===== config.mk =====
export PLATFORM = sky130hd
export DESIGN_NAME = video_timing_cmd_status_unit
export DESIGN_NICKNAME = d
export VERILOG_FILES = /design/src/logic/vtc_cmd_pkg.sv /design/src/logic/video_timing_cmd_status_unit.sv
export SDC_FILE = /design/constraint.sdc
export NUM_CORES = 1
export LEC_CHECK = 0
export ABC_AREA = 0
export BUFFER_PORTS_ARGS = -buffer_cell sky130_fd_sc_hd__clkbuf_2
export CELL_PAD_IN_SITES_DETAIL_PLACEMENT = 2
export CELL_PAD_IN_SITES_GLOBAL_PLACEMENT = 2
export CORE_UTILIZATION = 30
export CTS_BUF_LIST = sky130_fd_sc_hd__clkbuf_4
export CTS_CLUSTER_DIAMETER = 40
export CTS_CLUSTER_SIZE = 12
export DETAILED_ROUTE_END_ITERATION = 10
export GPL_ROUTABILITY_DRIVEN = 0
export GPL_TIMING_DRIVEN = 0
export PLACE_DENSITY = 0.77
export SYNTH_ARGS = -nofsm -noshare
export SYNTH_HDL_FRONTEND = slang
export SYNTH_SLANG_ARGS = --single-unit
export TNS_END_PERCENT = 1

===== constraint.sdc =====
create_clock -name clk -period 1.9 [get_ports clk]
set_clock_uncertainty 0.05 [all_clocks]
set_input_delay 0.285 -clock clk [delete_from_list [all_inputs] [get_ports clk]]
set_output_delay 0.285 -clock clk [all_outputs]
set_load 0.02 [all_outputs]

===== src/logic/vtc_cmd_pkg.sv =====
// constants for the video timing command and status unit
`default_nettype none
package vtc_cmd_pkg;
  // bus addresses
  localparam logic [2:0] ADDR_INT_FLAGS = 3'h0;
  localparam logic [2:0] ADDR_STAT_FLAGS = 3'h1;
  localparam logic [2:0] ADDR_CMD = 3'h2;
  localparam logic [2:0] ADDR_LPEN_LO = 3'h3;
  localparam logic [2:0] ADDR_LPEN_HI = 3'h4;
  localparam logic [2:0] ADDR_SSTART_LO = 3'h5;
  localparam logic [2:0] ADDR_SSTART_HI = 3'h6;
  // flag register bit positions, command option bit and pointer limit
  localparam int FLAG_LPEN = 0;
  localparam int FLAG_READY = 1;
  localparam int FLAG_SPLIT = 2;
  localparam int FLAG_LINE0 = 3;
  localparam int FLAG_VERTICAL_BLANK_FLAG = 4;
  localparam int FLAG_CMDRDY = 5;
  localparam int OPT_BIT = 2;
  localparam int PTR_MAX = 10;
  // command byte codes
  localparam logic [7:0] CMD_MASTER_RESET = 8'h00;
  localparam logic [3:0] CMD_LOAD_PTR_HI = 4'h1;
  localparam logic [7:0] CMD_LPEN_OFF = 8'h20;
  localparam logic [7:0] CMD_LPEN_ON = 8'h21;
  localparam logic [7:0] CMD_DISP_MASK = 8'hfb;
  localparam logic [7:0] CMD_DISP_OFF = 8'h28;
  localparam logic [7:0] CMD_DISP_ON = 8'h29;
  localparam logic [7:0] CMD_CURS_OFF = 8'h30;
  localparam logic [7:0] CMD_CURS_ON = 8'h31;
  localparam logic [2:0] CMD_RESET_FLAGS = 3'h2;
  localparam logic [2:0] CMD_INT_ENABLE = 3'h3;
  localparam logic [2:0] CMD_INT_DISABLE = 3'h4;
  localparam logic [2:0] CMD_DELAYED_HI = 3'h5;
  // reset values
  localparam logic [4:0] FLAGS_RESET = 5'h00;
  localparam logic [3:0] PTR_RESET = 4'h0;
  typedef enum {DISP_OFF, DISP_WAIT_FIELD, DISP_WAIT_LINE, DISP_ON} disp_state_t;
endpackage
`default_nettype wire


===== src/logic/video_timing_cmd_status_unit.sv =====
// host command decoder, flag registers and light pen latch of the video timing controller
`timescale 1ns/10ps
`default_nettype none
module video_timing_cmd_status_unit #(
  parameter int ADDR_W = 14
) (
  // clock and reset
  input wire logic clk,
  input wire logic rstn,
  // host bus
  input wire logic ceN,
  input wire logic rdN,
  input wire logic wrN,
  input wire logic [2:0] addr,
  input wire logic [7:0] dataIn,
  output logic [7:0] dataOut,
  output logic dataOe,
  // raster timing events
  input wire logic fieldStart,
  input wire logic lineStart,
  input wire logic frontPorchStart,
  input wire logic rowLineZero,
  input wire logic [6:0] rowNumber,
  input wire logic [6:0] splitRowField,
  input wire logic [ADDR_W-1:0] charAddress,
  // raw display outputs from the timing generator
  input wire logic hsyncGen,
  input wire logic vsyncGen,
  input wire logic blankGen,
  input wire logic cursorGen,
  // light pen
  input wire logic lightPenStrobe,
  // delayed command hand-off
  output logic delayedCmdValid,
  output logic [7:0] delayedCmd,
  input wire logic delayedCmdDone,
  // controls
  output logic [3:0] initRegPointer,
  output logic transparentModeSel,
  output logic interruptRequestOut,
  // display pins
  output logic hsyncOut,
  output logic vsyncOut,
  output logic blankOut,
  output logic cursorOut,
  output logic [ADDR_W-1:0] displayAddressBus,
  output logic displayAddressOe
);
  logic busAct_r, busAct_nxt, wasWr_r, wasWr_nxt;
  logic [2:0] addrLat_r, addrLat_nxt;
  logic [7:0] dataLat_r, dataLat_nxt;
  logic [7:0] dataOut_r, dataOut_nxt;
  logic [4:0] statFlags_r, statFlags_nxt;
  logic [4:0] intFlags_r, intFlags_nxt;
  logic [4:0] mask_r, mask_nxt;
  logic cmdReady_r, cmdReady_nxt;
  logic lpEn_r, lpEn_nxt;
  logic [ADDR_W-1:0] lpAddr_r, lpAddr_nxt;
  logic cursorEn_r, cursorEn_nxt;
  logic floatAddr_r, floatAddr_nxt;
  logic syncHold_r, syncHold_nxt;
  logic transparent_r, transparent_nxt;
  logic [3:0] ptr_r, ptr_nxt;
  logic dlyValid_r, dlyValid_nxt;
  logic [7:0] dlyCmd_r, dlyCmd_nxt;
  logic [ADDR_W-1:0] dispAddr_r, dispAddr_nxt;
  vtc_cmd_pkg::disp_state_t disp_r, disp_nxt;

  logic busNow, wrEnd, rdEnd, cmdWr;
  logic [4:0] events, clrSel;
  logic [15:0] lpWide;

  assign busNow = !ceN && (!rdN || !wrN);
  // act on the trailing edge so the data byte is already stable
  assign wrEnd = busAct_r && !busNow && wasWr_r;
  assign rdEnd = busAct_r && !busNow && !wasWr_r;
  assign cmdWr = wrEnd && addrLat_r == vtc_cmd_pkg::ADDR_CMD;
  // pen bytes read as zero above the address width
  assign lpWide = 16'(lpAddr_r);

  always_comb begin
    events = '0;
    events[vtc_cmd_pkg::FLAG_VERTICAL_BLANK_FLAG] = frontPorchStart;
    events[vtc_cmd_pkg::FLAG_LINE0] = rowLineZero;
    events[vtc_cmd_pkg::FLAG_SPLIT] = rowLineZero && rowNumber == splitRowField;
    events[vtc_cmd_pkg::FLAG_READY] = delayedCmdDone;
    // one load per pen flag, relocked until the pen flag is cleared by a pen byte read or a flag clearing command
    events[vtc_cmd_pkg::FLAG_LPEN] = lpEn_r && lightPenStrobe
      && !statFlags_r[vtc_cmd_pkg::FLAG_LPEN];
  end

  // keep address and data from the strobe, used once it ends
  always_comb begin
    busAct_nxt = busNow;
    wasWr_nxt = busNow ? !wrN : wasWr_r;
    addrLat_nxt = busNow ? addr : addrLat_r;
    dataLat_nxt = (busNow && !wrN) ? dataIn : dataLat_r;
    dispAddr_nxt = charAddress;
  end

  always_comb begin
    statFlags_nxt = statFlags_r;
    intFlags_nxt = intFlags_r;
    mask_nxt = mask_r;
    cmdReady_nxt = cmdReady_r;
    lpEn_nxt = lpEn_r;
    lpAddr_nxt = lpAddr_r;
    cursorEn_nxt = cursorEn_r;
    floatAddr_nxt = floatAddr_r;
    syncHold_nxt = syncHold_r;
    transparent_nxt = transparent_r;
    ptr_nxt = ptr_r;
    disp_nxt = disp_r;
    dlyValid_nxt = 1'b0;
    dlyCmd_nxt = dlyCmd_r;
    clrSel = '0;
    // clears first, so that a same-cycle event below wins
    if (rdEnd && (addrLat_r == vtc_cmd_pkg::ADDR_LPEN_LO
        || addrLat_r == vtc_cmd_pkg::ADDR_LPEN_HI)) begin
      clrSel[vtc_cmd_pkg::FLAG_LPEN] = 1'b1;
    end
    if (wrEnd && (addrLat_r == vtc_cmd_pkg::ADDR_SSTART_LO
        || addrLat_r == vtc_cmd_pkg::ADDR_SSTART_HI)) begin
      clrSel[vtc_cmd_pkg::FLAG_SPLIT] = 1'b1;
    end
    if (cmdWr) begin
      if (dataLat_r == vtc_cmd_pkg::CMD_MASTER_RESET) begin
        clrSel = '1;
        mask_nxt = '0;
        cmdReady_nxt = 1'b1;
        lpEn_nxt = 1'b0;
        cursorEn_nxt = 1'b0;
        floatAddr_nxt = 1'b0;
        transparent_nxt = 1'b1;
        ptr_nxt = vtc_cmd_pkg::PTR_RESET;
        syncHold_nxt = 1'b1;
        disp_nxt = vtc_cmd_pkg::DISP_OFF;
      end else if (dataLat_r[7:4] == vtc_cmd_pkg::CMD_LOAD_PTR_HI) begin
        // out of range values are dropped rather than wrapped
        if (dataLat_r[3:0] <= 4'(vtc_cmd_pkg::PTR_MAX)) begin
          ptr_nxt = dataLat_r[3:0];
        end
      end else if (dataLat_r == vtc_cmd_pkg::CMD_LPEN_ON) begin
        lpEn_nxt = 1'b1;
      end else if (dataLat_r == vtc_cmd_pkg::CMD_LPEN_OFF) begin
        lpEn_nxt = 1'b0;
      end else if ((dataLat_r & vtc_cmd_pkg::CMD_DISP_MASK) == vtc_cmd_pkg::CMD_DISP_OFF) begin
        disp_nxt = vtc_cmd_pkg::DISP_OFF;
        floatAddr_nxt = dataLat_r[vtc_cmd_pkg::OPT_BIT];
      end else if ((dataLat_r & vtc_cmd_pkg::CMD_DISP_MASK) == vtc_cmd_pkg::CMD_DISP_ON) begin
        floatAddr_nxt = 1'b0;
        syncHold_nxt = 1'b0;
        disp_nxt = dataLat_r[vtc_cmd_pkg::OPT_BIT] ? vtc_cmd_pkg::DISP_WAIT_FIELD
          : vtc_cmd_pkg::DISP_WAIT_LINE;
      end else if (dataLat_r == vtc_cmd_pkg::CMD_CURS_OFF) begin
        cursorEn_nxt = 1'b0;
      end else if (dataLat_r == vtc_cmd_pkg::CMD_CURS_ON) begin
        cursorEn_nxt = 1'b1;
      end else if (dataLat_r[7:5] == vtc_cmd_pkg::CMD_RESET_FLAGS) begin
        clrSel = dataLat_r[4:0];
      end else if (dataLat_r[7:5] == vtc_cmd_pkg::CMD_INT_ENABLE) begin
        clrSel = dataLat_r[4:0];
        mask_nxt = mask_r | dataLat_r[4:0];
      end else if (dataLat_r[7:5] == vtc_cmd_pkg::CMD_INT_DISABLE) begin
        mask_nxt = mask_r & ~dataLat_r[4:0];
      end else if (dataLat_r[7:5] == vtc_cmd_pkg::CMD_DELAYED_HI
          || dataLat_r[7:6] == 2'h3) begin
        // busy until the buffer logic reports completion
        dlyValid_nxt = 1'b1;
        dlyCmd_nxt = dataLat_r;
        cmdReady_nxt = 1'b0;
      end
    end
    statFlags_nxt = (statFlags_nxt & ~clrSel) | events;
    // masks gate only the interrupt copy, status sees every event
    intFlags_nxt = (intFlags_nxt & ~clrSel) | (events & mask_nxt);
    // completion applied last so it beats a same-cycle busy
    if (delayedCmdDone) begin
      cmdReady_nxt = 1'b1;
    end
    if (events[vtc_cmd_pkg::FLAG_LPEN]) begin
      lpAddr_nxt = charAddress;
    end
    case (disp_r)
      vtc_cmd_pkg::DISP_WAIT_FIELD: if (fieldStart && disp_nxt == disp_r) begin
        disp_nxt = vtc_cmd_pkg::DISP_ON;
      end
      vtc_cmd_pkg::DISP_WAIT_LINE: if (lineStart && disp_nxt == disp_r) begin
        disp_nxt = vtc_cmd_pkg::DISP_ON;
      end
      vtc_cmd_pkg::DISP_ON, vtc_cmd_pkg::DISP_OFF: ;
      default: disp_nxt = vtc_cmd_pkg::DISP_OFF;
    endcase
  end

  // read data registered, host takes it a cycle into the read
  always_comb begin
    dataOut_nxt = dataOut_r;
    if (busNow && !rdN) begin
      case (addr)
        vtc_cmd_pkg::ADDR_INT_FLAGS: dataOut_nxt = {3'h0, intFlags_r};
        vtc_cmd_pkg::ADDR_STAT_FLAGS: dataOut_nxt = {2'h0, cmdReady_r, statFlags_r};
        vtc_cmd_pkg::ADDR_LPEN_LO: dataOut_nxt = lpWide[7:0];
        vtc_cmd_pkg::ADDR_LPEN_HI: dataOut_nxt = lpWide[15:8];
        default: dataOut_nxt = 8'h00;
      endcase
    end
  end

  always_ff @(posedge clk) begin
    if (!rstn) begin
      // power-up leaves the same modes, pointer, masks and flags as a master reset
      busAct_r <= 1'b0;
      wasWr_r <= 1'b0;
      addrLat_r <= 3'h0;
      dataLat_r <= 8'h00;
      dataOut_r <= 8'h00;
      statFlags_r <= vtc_cmd_pkg::FLAGS_RESET;
      intFlags_r <= vtc_cmd_pkg::FLAGS_RESET;
      mask_r <= vtc_cmd_pkg::FLAGS_RESET;
      cmdReady_r <= 1'b1;
      lpEn_r <= 1'b0;
      lpAddr_r <= '0;
      cursorEn_r <= 1'b0;
      floatAddr_r <= 1'b0;
      syncHold_r <= 1'b1;
      transparent_r <= 1'b1;
      ptr_r <= vtc_cmd_pkg::PTR_RESET;
      disp_r <= vtc_cmd_pkg::DISP_OFF;
      dlyValid_r <= 1'b0;
      dlyCmd_r <= 8'h00;
      dispAddr_r <= '0;
    end else begin
      busAct_r <= busAct_nxt;
      wasWr_r <= wasWr_nxt;
      addrLat_r <= addrLat_nxt;
      dataLat_r <= dataLat_nxt;
      dataOut_r <= dataOut_nxt;
      statFlags_r <= statFlags_nxt;
      intFlags_r <= intFlags_nxt;
      mask_r <= mask_nxt;
      cmdReady_r <= cmdReady_nxt;
      lpEn_r <= lpEn_nxt;
      lpAddr_r <= lpAddr_nxt;
      cursorEn_r <= cursorEn_nxt;
      floatAddr_r <= floatAddr_nxt;
      syncHold_r <= syncHold_nxt;
      transparent_r <= transparent_nxt;
      ptr_r <= ptr_nxt;
      disp_r <= disp_nxt;
      dlyValid_r <= dlyValid_nxt;
      dlyCmd_r <= dlyCmd_nxt;
      dispAddr_r <= dispAddr_nxt;
    end
  end

  assign dataOut = dataOut_r;
  assign dataOe = busNow && !rdN;
  assign delayedCmdValid = dlyValid_r;
  assign delayedCmd = dlyCmd_r;
  assign initRegPointer = ptr_r;
  assign transparentModeSel = transparent_r;
  assign interruptRequestOut = |(intFlags_r & mask_r);
  // syncs stay low from master reset until display is switched back on
  assign hsyncOut = hsyncGen && !syncHold_r;
  assign vsyncOut = vsyncGen && !syncHold_r;
  // blank forced until the display-on wait has seen its edge
  assign blankOut = blankGen || disp_r != vtc_cmd_pkg::DISP_ON;
  assign cursorOut = cursorGen && cursorEn_r;
  assign displayAddressBus = dispAddr_r;
  assign displayAddressOe = !floatAddr_r;
endmodule
`default_nettype wire


Yosys cells after proc, flatten, opt, wreduce, memory -nomap -nowiden

Index checks and enable logic that the tools add are counted.

Word-level logic and storage cells: 206
Output and inout port bits: 43
Bits in writable memories: 0
Bits of input ports: 54
Memory bits (read-only): 0
Memories kept: 0
Bits in latches: 0
Register bits: 114

Equality and inequality tests: 36
Multipliers: 0
Bitwise logic cells: 23
Divide/modulo/power cells: 0
Reductions and logical operators: 51
Shift operators: 0
Muxes and demuxes: 76
Add/sub/neg operators: 0
Magnitude comparators: 1

Operator list:

| operator                                                | number |
|---|---|
| 2-to-1 mux 32 bit                                       | 9 |
| 2-to-1 mux 5 bit                                        | 23 |
| case mux 32 bit (3 select lines)                        | 1 |
| == test 32 x 2 -> 1 bit (second input constant)         | 2 |
| 2-to-1 mux 1 bit                                        | 38 |
| == test 32 x 1 -> 1 bit (second input constant)         | 1 |
| == test 32 bit                                          | 1 |
| == test 8 x 6 -> 1 bit (second input constant)          | 4 |
| logical NOT 32 bit                                      | 1 |
| inequality test 32 x 3 -> 1 bit (second input constant) | 1 |
| case mux 8 bit (4 select lines)                         | 1 |
| AND 5 bit                                               | 5 |
| inequality test 2 bit (second input constant)           | 10 |
| == test 3 bit (second input constant)                   | 6 |
| logical AND 1 bit                                       | 17 |
| == test 3 x 2 -> 1 bit (second input constant)          | 5 |
| OR 5 bit                                                | 3 |
| == test 7 x 5 -> 1 bit (second input constant)          | 2 |
| inverter 1 bit                                          | 13 |
| AND reduction 13 bit                                    | 1 |
| OR reduction 13 bit                                     | 1 |
| 2-to-1 mux 4 bit                                        | 3 |
| AND reduction 12 bit                                    | 1 |
| inverter 5 bit                                          | 2 |
| 18 further kinds                                        | 36 |

Longest topological paths before layout

Depth in word-level cells: 22
Depth in mapped cells: 8
Mapped depth without buffers: 6

Worst setup path after synthesis

No wires, ideal clock.

Kind: register -> register
From: register addrLat_r[1]
To: register floatAddr_r
Required time: 1.718 ns
Arrival time: 1.682 ns
Stages on the path, launching flop included: 6
Library setup time: 0.132 ns
Setup slack: 0.036 ns
Buffers on the path: 1
Clock period less this slack: 1.864 ns
Path through: dfxtp_1 or3b_1 or3_4 buf_6 o41ai_1 a21oi_1

Longest elaborated chain between the ends: 3

Ends and longest elaborated chain:

| item                          | RTL line                            | RTL |
|---|---|---|
| start: declaration            | video_timing_cmd_status_unit.sv:50  | `logic [2:0] addrLat_r, addrLat_nxt;` |
| start signal: assignment      | video_timing_cmd_status_unit.sv:236 | `addrLat_r <= addrLat_nxt;` |
| == test 3 x 2 -> 1 bit        | video_timing_cmd_status_unit.sv:77  | `assign cmdWr = wrEnd && addrLat_r == vtc_cmd_pkg::ADDR_CMD;` |
| logical AND 1 bit             | video_timing_cmd_status_unit.sv:77  |  |
| AND reduction 5 bit (no line) | n/a                                 |  |
| end signal: assignment        | video_timing_cmd_status_unit.sv:246 | `floatAddr_r <= floatAddr_nxt;` |
| end: declaration              | video_timing_cmd_status_unit.sv:60  | `logic floatAddr_r, floatAddr_nxt;` |

Every way passes these cells.
A chain may end at the register's enable or synchronous reset.

Worst setup path after layout

From: register dataLat_r[1]
To: register disp_r[0]

Longest elaborated chain between the ends: 12
Elaborated cells on any way between the ends: 18
Classes of those cells: eq/ne (5); mux (10); reduce/logical (3)

Ends and longest elaborated chain:

| item                                        | RTL line                                                                 | RTL |
|---|---|---|
| start: declaration                          | video_timing_cmd_status_unit.sv:51                                       | `logic [7:0] dataLat_r, dataLat_nxt;` |
| start signal: assignment                    | video_timing_cmd_status_unit.sv:237                                      | `dataLat_r <= dataLat_nxt;` |
| == test 7 x 5 -> 1 bit                      | video_timing_cmd_status_unit.sv:150                                      | `end else if ((dataLat_r & vtc_cmd_pkg::CMD_DISP_MASK) == vtc_cmd_pkg::CMD_DISP_ON) begin` |
| 2-to-1 mux 32 bit                           | video_timing_cmd_status_unit.sv:150                                      |  |
| 2-to-1 mux 32 bit                           | video_timing_cmd_status_unit.sv:147                                      | `end else if ((dataLat_r & vtc_cmd_pkg::CMD_DISP_MASK) == vtc_cmd_pkg::CMD_DISP_OFF) begin` |
| 2-to-1 mux 32 bit                           | video_timing_cmd_status_unit.sv:145                                      | `end else if (dataLat_r == vtc_cmd_pkg::CMD_LPEN_OFF) begin` |
| 2-to-1 mux 32 bit                           | video_timing_cmd_status_unit.sv:143                                      | `end else if (dataLat_r == vtc_cmd_pkg::CMD_LPEN_ON) begin` |
| 2-to-1 mux 32 bit                           | video_timing_cmd_status_unit.sv:138                                      | `end else if (dataLat_r[7:4] == vtc_cmd_pkg::CMD_LOAD_PTR_HI) begin` |
| 2-to-1 mux 32 bit (*)                       | video_timing_cmd_status_unit.sv:127                                      | `if (dataLat_r == vtc_cmd_pkg::CMD_MASTER_RESET) begin` |
| 2-to-1 mux 32 bit (*)                       | video_timing_cmd_status_unit.sv:126                                      | `if (cmdWr) begin` |
| == test 32 bit                              | video_timing_cmd_status_unit.sv:185, video_timing_cmd_status_unit.sv:188 |  |
| logical AND 1 bit, on equally long branches | video_timing_cmd_status_unit.sv:188, video_timing_cmd_status_unit.sv:185 |  |
| 2-to-1 mux 32 bit, on equally long branches | video_timing_cmd_status_unit.sv:188, video_timing_cmd_status_unit.sv:185 |  |
| case mux 32 bit (3 select lines) (*)        | video_timing_cmd_status_unit.sv:184                                      | `case (disp_r)` |
| end signal: assignment                      | video_timing_cmd_status_unit.sv:229                                      | `disp_r <= vtc_cmd_pkg::DISP_OFF;` |
| end signal: assignment                      | video_timing_cmd_status_unit.sv:250                                      | `disp_r <= disp_nxt;` |
| end: declaration                            | video_timing_cmd_status_unit.sv:67                                       | `vtc_cmd_pkg::disp_state_t disp_r, disp_nxt;` |

Every way passes the cells marked *; elsewhere a longest branch is shown, timed or not.

==> flow_metrics.env <==
export IMPL_status="finished with violations"
export IMPL_violations="negative setup slack"
export IMPL_required_ns=2.32
export IMPL_antenna_found_initial=0
export IMPL_cts_sinks=114
export IMPL_drt_iter0_drc=114
export IMPL_grt_pass1_wl_um=21500
export IMPL_vias_per_cell=4.82
export IMPL_grtUsageMet3=0.0470
export IMPL_fin_util=0.415
export IMPL_crit_path_end_kind="flip-flop"
export IMPL_swShare=0.256
export IMPL_insertedDiodeCount=0
export IMPL_grt_setup_unrepaired="yes"
export IMPL_power_mw=4.67
export IMPL_synth_compound_area_frac=0.166
export IMPL_crit_chain="clkbuf_4, or4b_4, nor3_4, nand3_1, or3_1, a21oi_1"
export IMPL_grt_use_met1=0.228
export IMPL_cts_tree="yes"
export IMPL_synth_top_family_by_area="simple AND/OR/NAND/NOR gates"
export IMPL_ant_nets=0
export IMPL_grt_overflow_total=0
export IMPL_p_sw_mw=1.20
export IMPL_netlist_area_mm2=0.00427
export IMPL_fin_crit_ns=2.14
export IMPL_insertion_delay_ns=0.53
export IMPL_synth_xor_area_frac=0.0164
export IMPL_drtPass1Iterations=4
export IMPL_drc=0
export IMPL_drive_above_1_share=0.264
export IMPL_relSlewSlack=0.486
export IMPL_max_stage_delay_ns=0.59
export IMPL_clock_fmax_mhz=468
export IMPL_synthArstFlopShare=0
export IMPL_postSynthAreaPerCell_um2=9.13
export IMPL_coreArea_mm2=0.0139
export IMPL_ys_seq_elements=114
export IMPL_dp_hpwl_um=9950
export IMPL_ir_drop_mv=0.299
export IMPL_maxCapViolCount=0
export IMPL_grt_max_degree=17
export IMPL_setup_slack_ns=-0.239
export IMPL_fp_dieH_um=121
export IMPL_die_w_um=121
export IMPL_slew_violations=0
export IMPL_cts_buffer_depth=2
export IMPL_vias=3975
export IMPL_htreeDepth=4
export IMPL_p_leak_nw=2.36
export IMPL_combinationalPowerShare=0.100
export IMPL_ios=97
export IMPL_cts_root_buf="clkbuf_4"
export IMPL_yosysWarnings=0
export IMPL_p_seq_frac=0.534
export IMPL_synth_fa_ha_area_frac=0
export IMPL_synth_ff_type="dfxtp_1"
export IMPL_crit_family="simple AND/OR/NAND/NOR gates"
export IMPL_track_usage=0.197
export IMPL_initial_core_util=0.308
export IMPL_crit_arrival_ns=2.55
export IMPL_cts_buffers=17
export IMPL_p_int_mw=3.47
export IMPL_post_place_ws_ns=-0.455
export IMPL_yosysUniqueCellTypes=59
export IMPL_layout_nets=687
export IMPL_hp_class="in2reg"
export IMPL_slowest_stage="or4b_4"
export IMPL_power_density_mw_per_mm2=810
export IMPL_synth_edf_count=0
export IMPL_crit_type="reg2reg"
export IMPL_final_hold_viol_count=0
export IMPL_dieArea_mm2=0.0147
export IMPL_groute_layer_met2_usage=0.343
export IMPL_worst_pin_slew_ns=0.771
export IMPL_grt_pass1_vias=4287
export IMPL_seq_area_frac_synth=0.534
export IMPL_path_clk_slew_ns=0.10
export IMPL_start_kind="flip-flop"
export IMPL_muxShareOfSynthArea=0.0331
export IMPL_finalWirelength_um=13800
export IMPL_critical_path_buf_inv_count=1
export IMPL_setup_violations=10
export IMPL_fin_crit_sh=1.13
export IMPL_area_growth_pct=34.8
export IMPL_busiest_layer="met2"
export IMPL_synthSimpleGateAreaFrac=0.213
export IMPL_std_cell_rows=43
export IMPL_pwr_share_clk=0.366
export IMPL_cp_max_fo=10
export IMPL_syn_instance_count=468
export IMPL_wl_per_cell_um=16.7
export IMPL_portBuffers=93
-- synth_stat cells, types with 2 or more instances --
master	instances	area share
dfxtp_1	114	0.53
nand2_1	71	0.062
a21oi_1	56	0.066
nor2_1	26	0.023
and2_1	20	0.029
clkbuf_1	18	0.016
o21ai_0	17	0.020
mux2i_1	13	0.030
o21ai_1	11	0.013
nor4_1	10	0.015
nand2b_1	7	0.010
a2bb2oi_1	6	0.012
inv_1	5	0.0044
nand4_1	5	0.0073
xnor2_1	5	0.010
a21boi_0	4	0.0070
and3_1	4	0.0059
buf_1	4	0.0035
nand3_1	4	0.0047
nor2b_1	4	0.0059
or3_1	4	0.0059
a211oi_1	3	0.0053
a21o_1	3	0.0053
a32o_1	3	0.0070
buf_2	3	0.0035
nor3_1	3	0.0035
xor2_1	3	0.0062
a22oi_1	2	0.0035
buf_6	2	0.0053
conb_1	2	0.0018
inv_2	2	0.0018
nor3_2	2	0.0047
nor3b_1	2	0.0035
nor4_2	2	0.0059
o22ai_1	2	0.0029
or2_2	2	0.0029
or4_1	2	0.0035
-- worst paths after layout --
kind | from | endpoint | slack, ns | cells after the start
setup / recovery | dataLat_r[1]$_SDFFE_PN0P_ | disp_r[0]$_SDFF_PN0_ | -0.24 | 6
hold reg to reg | delayedCmd[5]$_SDFFE_PN0P_ | delayedCmd[5]$_SDFFE_PN0P_ | 0.42 | 2
setup reg to reg | dataLat_r[1]$_SDFFE_PN0P_ | disp_r[0]$_SDFF_PN0_ | -0.24 | 6
hold / removal | addr[2] | addrLat_r[2]$_SDFFE_PN0P_ | 0.09 | 3
-- per-layer routing --
layer | vias to the layer above | wire [um]
met3 | 21 | 470
li1 | 1936 | -
met4 | 0 | 270
met1 | 1935 | 5990
met2 | 83 | 7070
met5 | - | 0
-- registers in the layout, summed over array words and instances, names as in the netlist, 5 cells and up --
| signal | cells |
|---|---|
| statFlags_r | 5 |
| displayAddressBus | 14 |
| dataOut | 8 |
| disp_r | 32 |
| dataLat_r | 8 |
| delayedCmd | 8 |
| intFlags_r | 5 |
| mask_r | 5 |
| lpAddr_r | 14 |
-- cells by family (layout without fill, tap and decap cells) --
| group | after synthesis | count (layout) |
|---|---|---|
| AO/OA/AOI/OAI | 119 | 119 |
| XOR/XNOR | 8 | 8 |
| buffers and inverters | 35 | 183 |
| flip-flops | 114 | 114 |
| multiplexers | 14 | 14 |
| other | 2 | 31 |
| AND/OR/NAND/NOR | 176 | 176 |
-- layout make-up --
class                      count  area (um2)
buffer                        27         140
clock buffer                  22         165
clock inverter                 9        90.1
fill                        1567        8120
inverter                       7        26.3
multi-input combinational    348        2100
sequential                   114        2290
tap                          180         225
timing repair buffer         118         724
-- power groups by stage --
stage	registers (mW)	clock network, mW	logic, mW
finish	2.49	1.71	0.466
global placement	2.54	0	0.377
floorplan	2.55	0	0.208
global route	2.50	1.86	0.511
detailed placement	2.54	0	0.394
CTS	2.49	1.77	0.457
-- placed cells by master (no fill, tap or decap), types with 3 or more instances in the layout --
cell type / netlist / routed
nand3_1: 4 / 4
nor2b_1: 4 / 4
buf_6: 2 / 3
nor4_1: 10 / 5
a2bb2oi_1: 6 / 5
and3_1: 4 / 4
a21oi_2: 1 / 5
clkinv_1: 0 / 4
clkinv_2: 0 / 3
a21oi_1: 56 / 52
nor3_4: 1 / 3
or3_1: 4 / 4
xor2_1: 3 / 3
buf_1: 4 / 4
clkbuf_4: 0 / 24
and2_1: 20 / 19
mux2i_1: 13 / 13
a21o_1: 3 / 3
a21boi_0: 4 / 4
clkbuf_2: 0 / 96
nand4_1: 5 / 5
o21ai_1: 11 / 9
o21ai_0: 17 / 17
nor4_4: 0 / 3
a32o_1: 3 / 3
inv_1: 5 / 5
nand2b_1: 7 / 7
nor4_2: 2 / 4
nor2_1: 26 / 24
xnor2_1: 5 / 5
dlygate4sd3_1: 0 / 25
dfxtp_1: 114 / 111
clkbuf_1: 18 / 13
conb_1: 2 / 31
nand2_1: 71 / 71
-- worst reg2reg max path: stages, from the launching register on --
cell and delay [ns]:
dfxtp_1 0.31, clkbuf_4 0.19, or4b_4 0.59, nor3_4 0.24, nand3_1 0.15, or3_1 0.39
a21oi_1 0.16
-- through the flow --
step	std cells	instance area (um2)	setup TNS [ns]	hold slack, ns
floorplan	497	4380	0	0.329
global placement	770	5070	-7.06	0.390
detailed placement	770	5070	-9.93	0.400
CTS	825	5710	-1.06	0.0212
global route	825	5760	-2.40	0.0691
finish	825	5760	-0.942	0.0928
-- repair_timing --
item                                   CTS  global route
endpoints found under the hold margin   43             0
hold buffers                            25             0
setup buffers                            0             0
setup endpoints to repair               38            31
pin swaps                                6             5
resized for setup                       31            14
No activity file was read; power rests on OpenSTA's default activity.
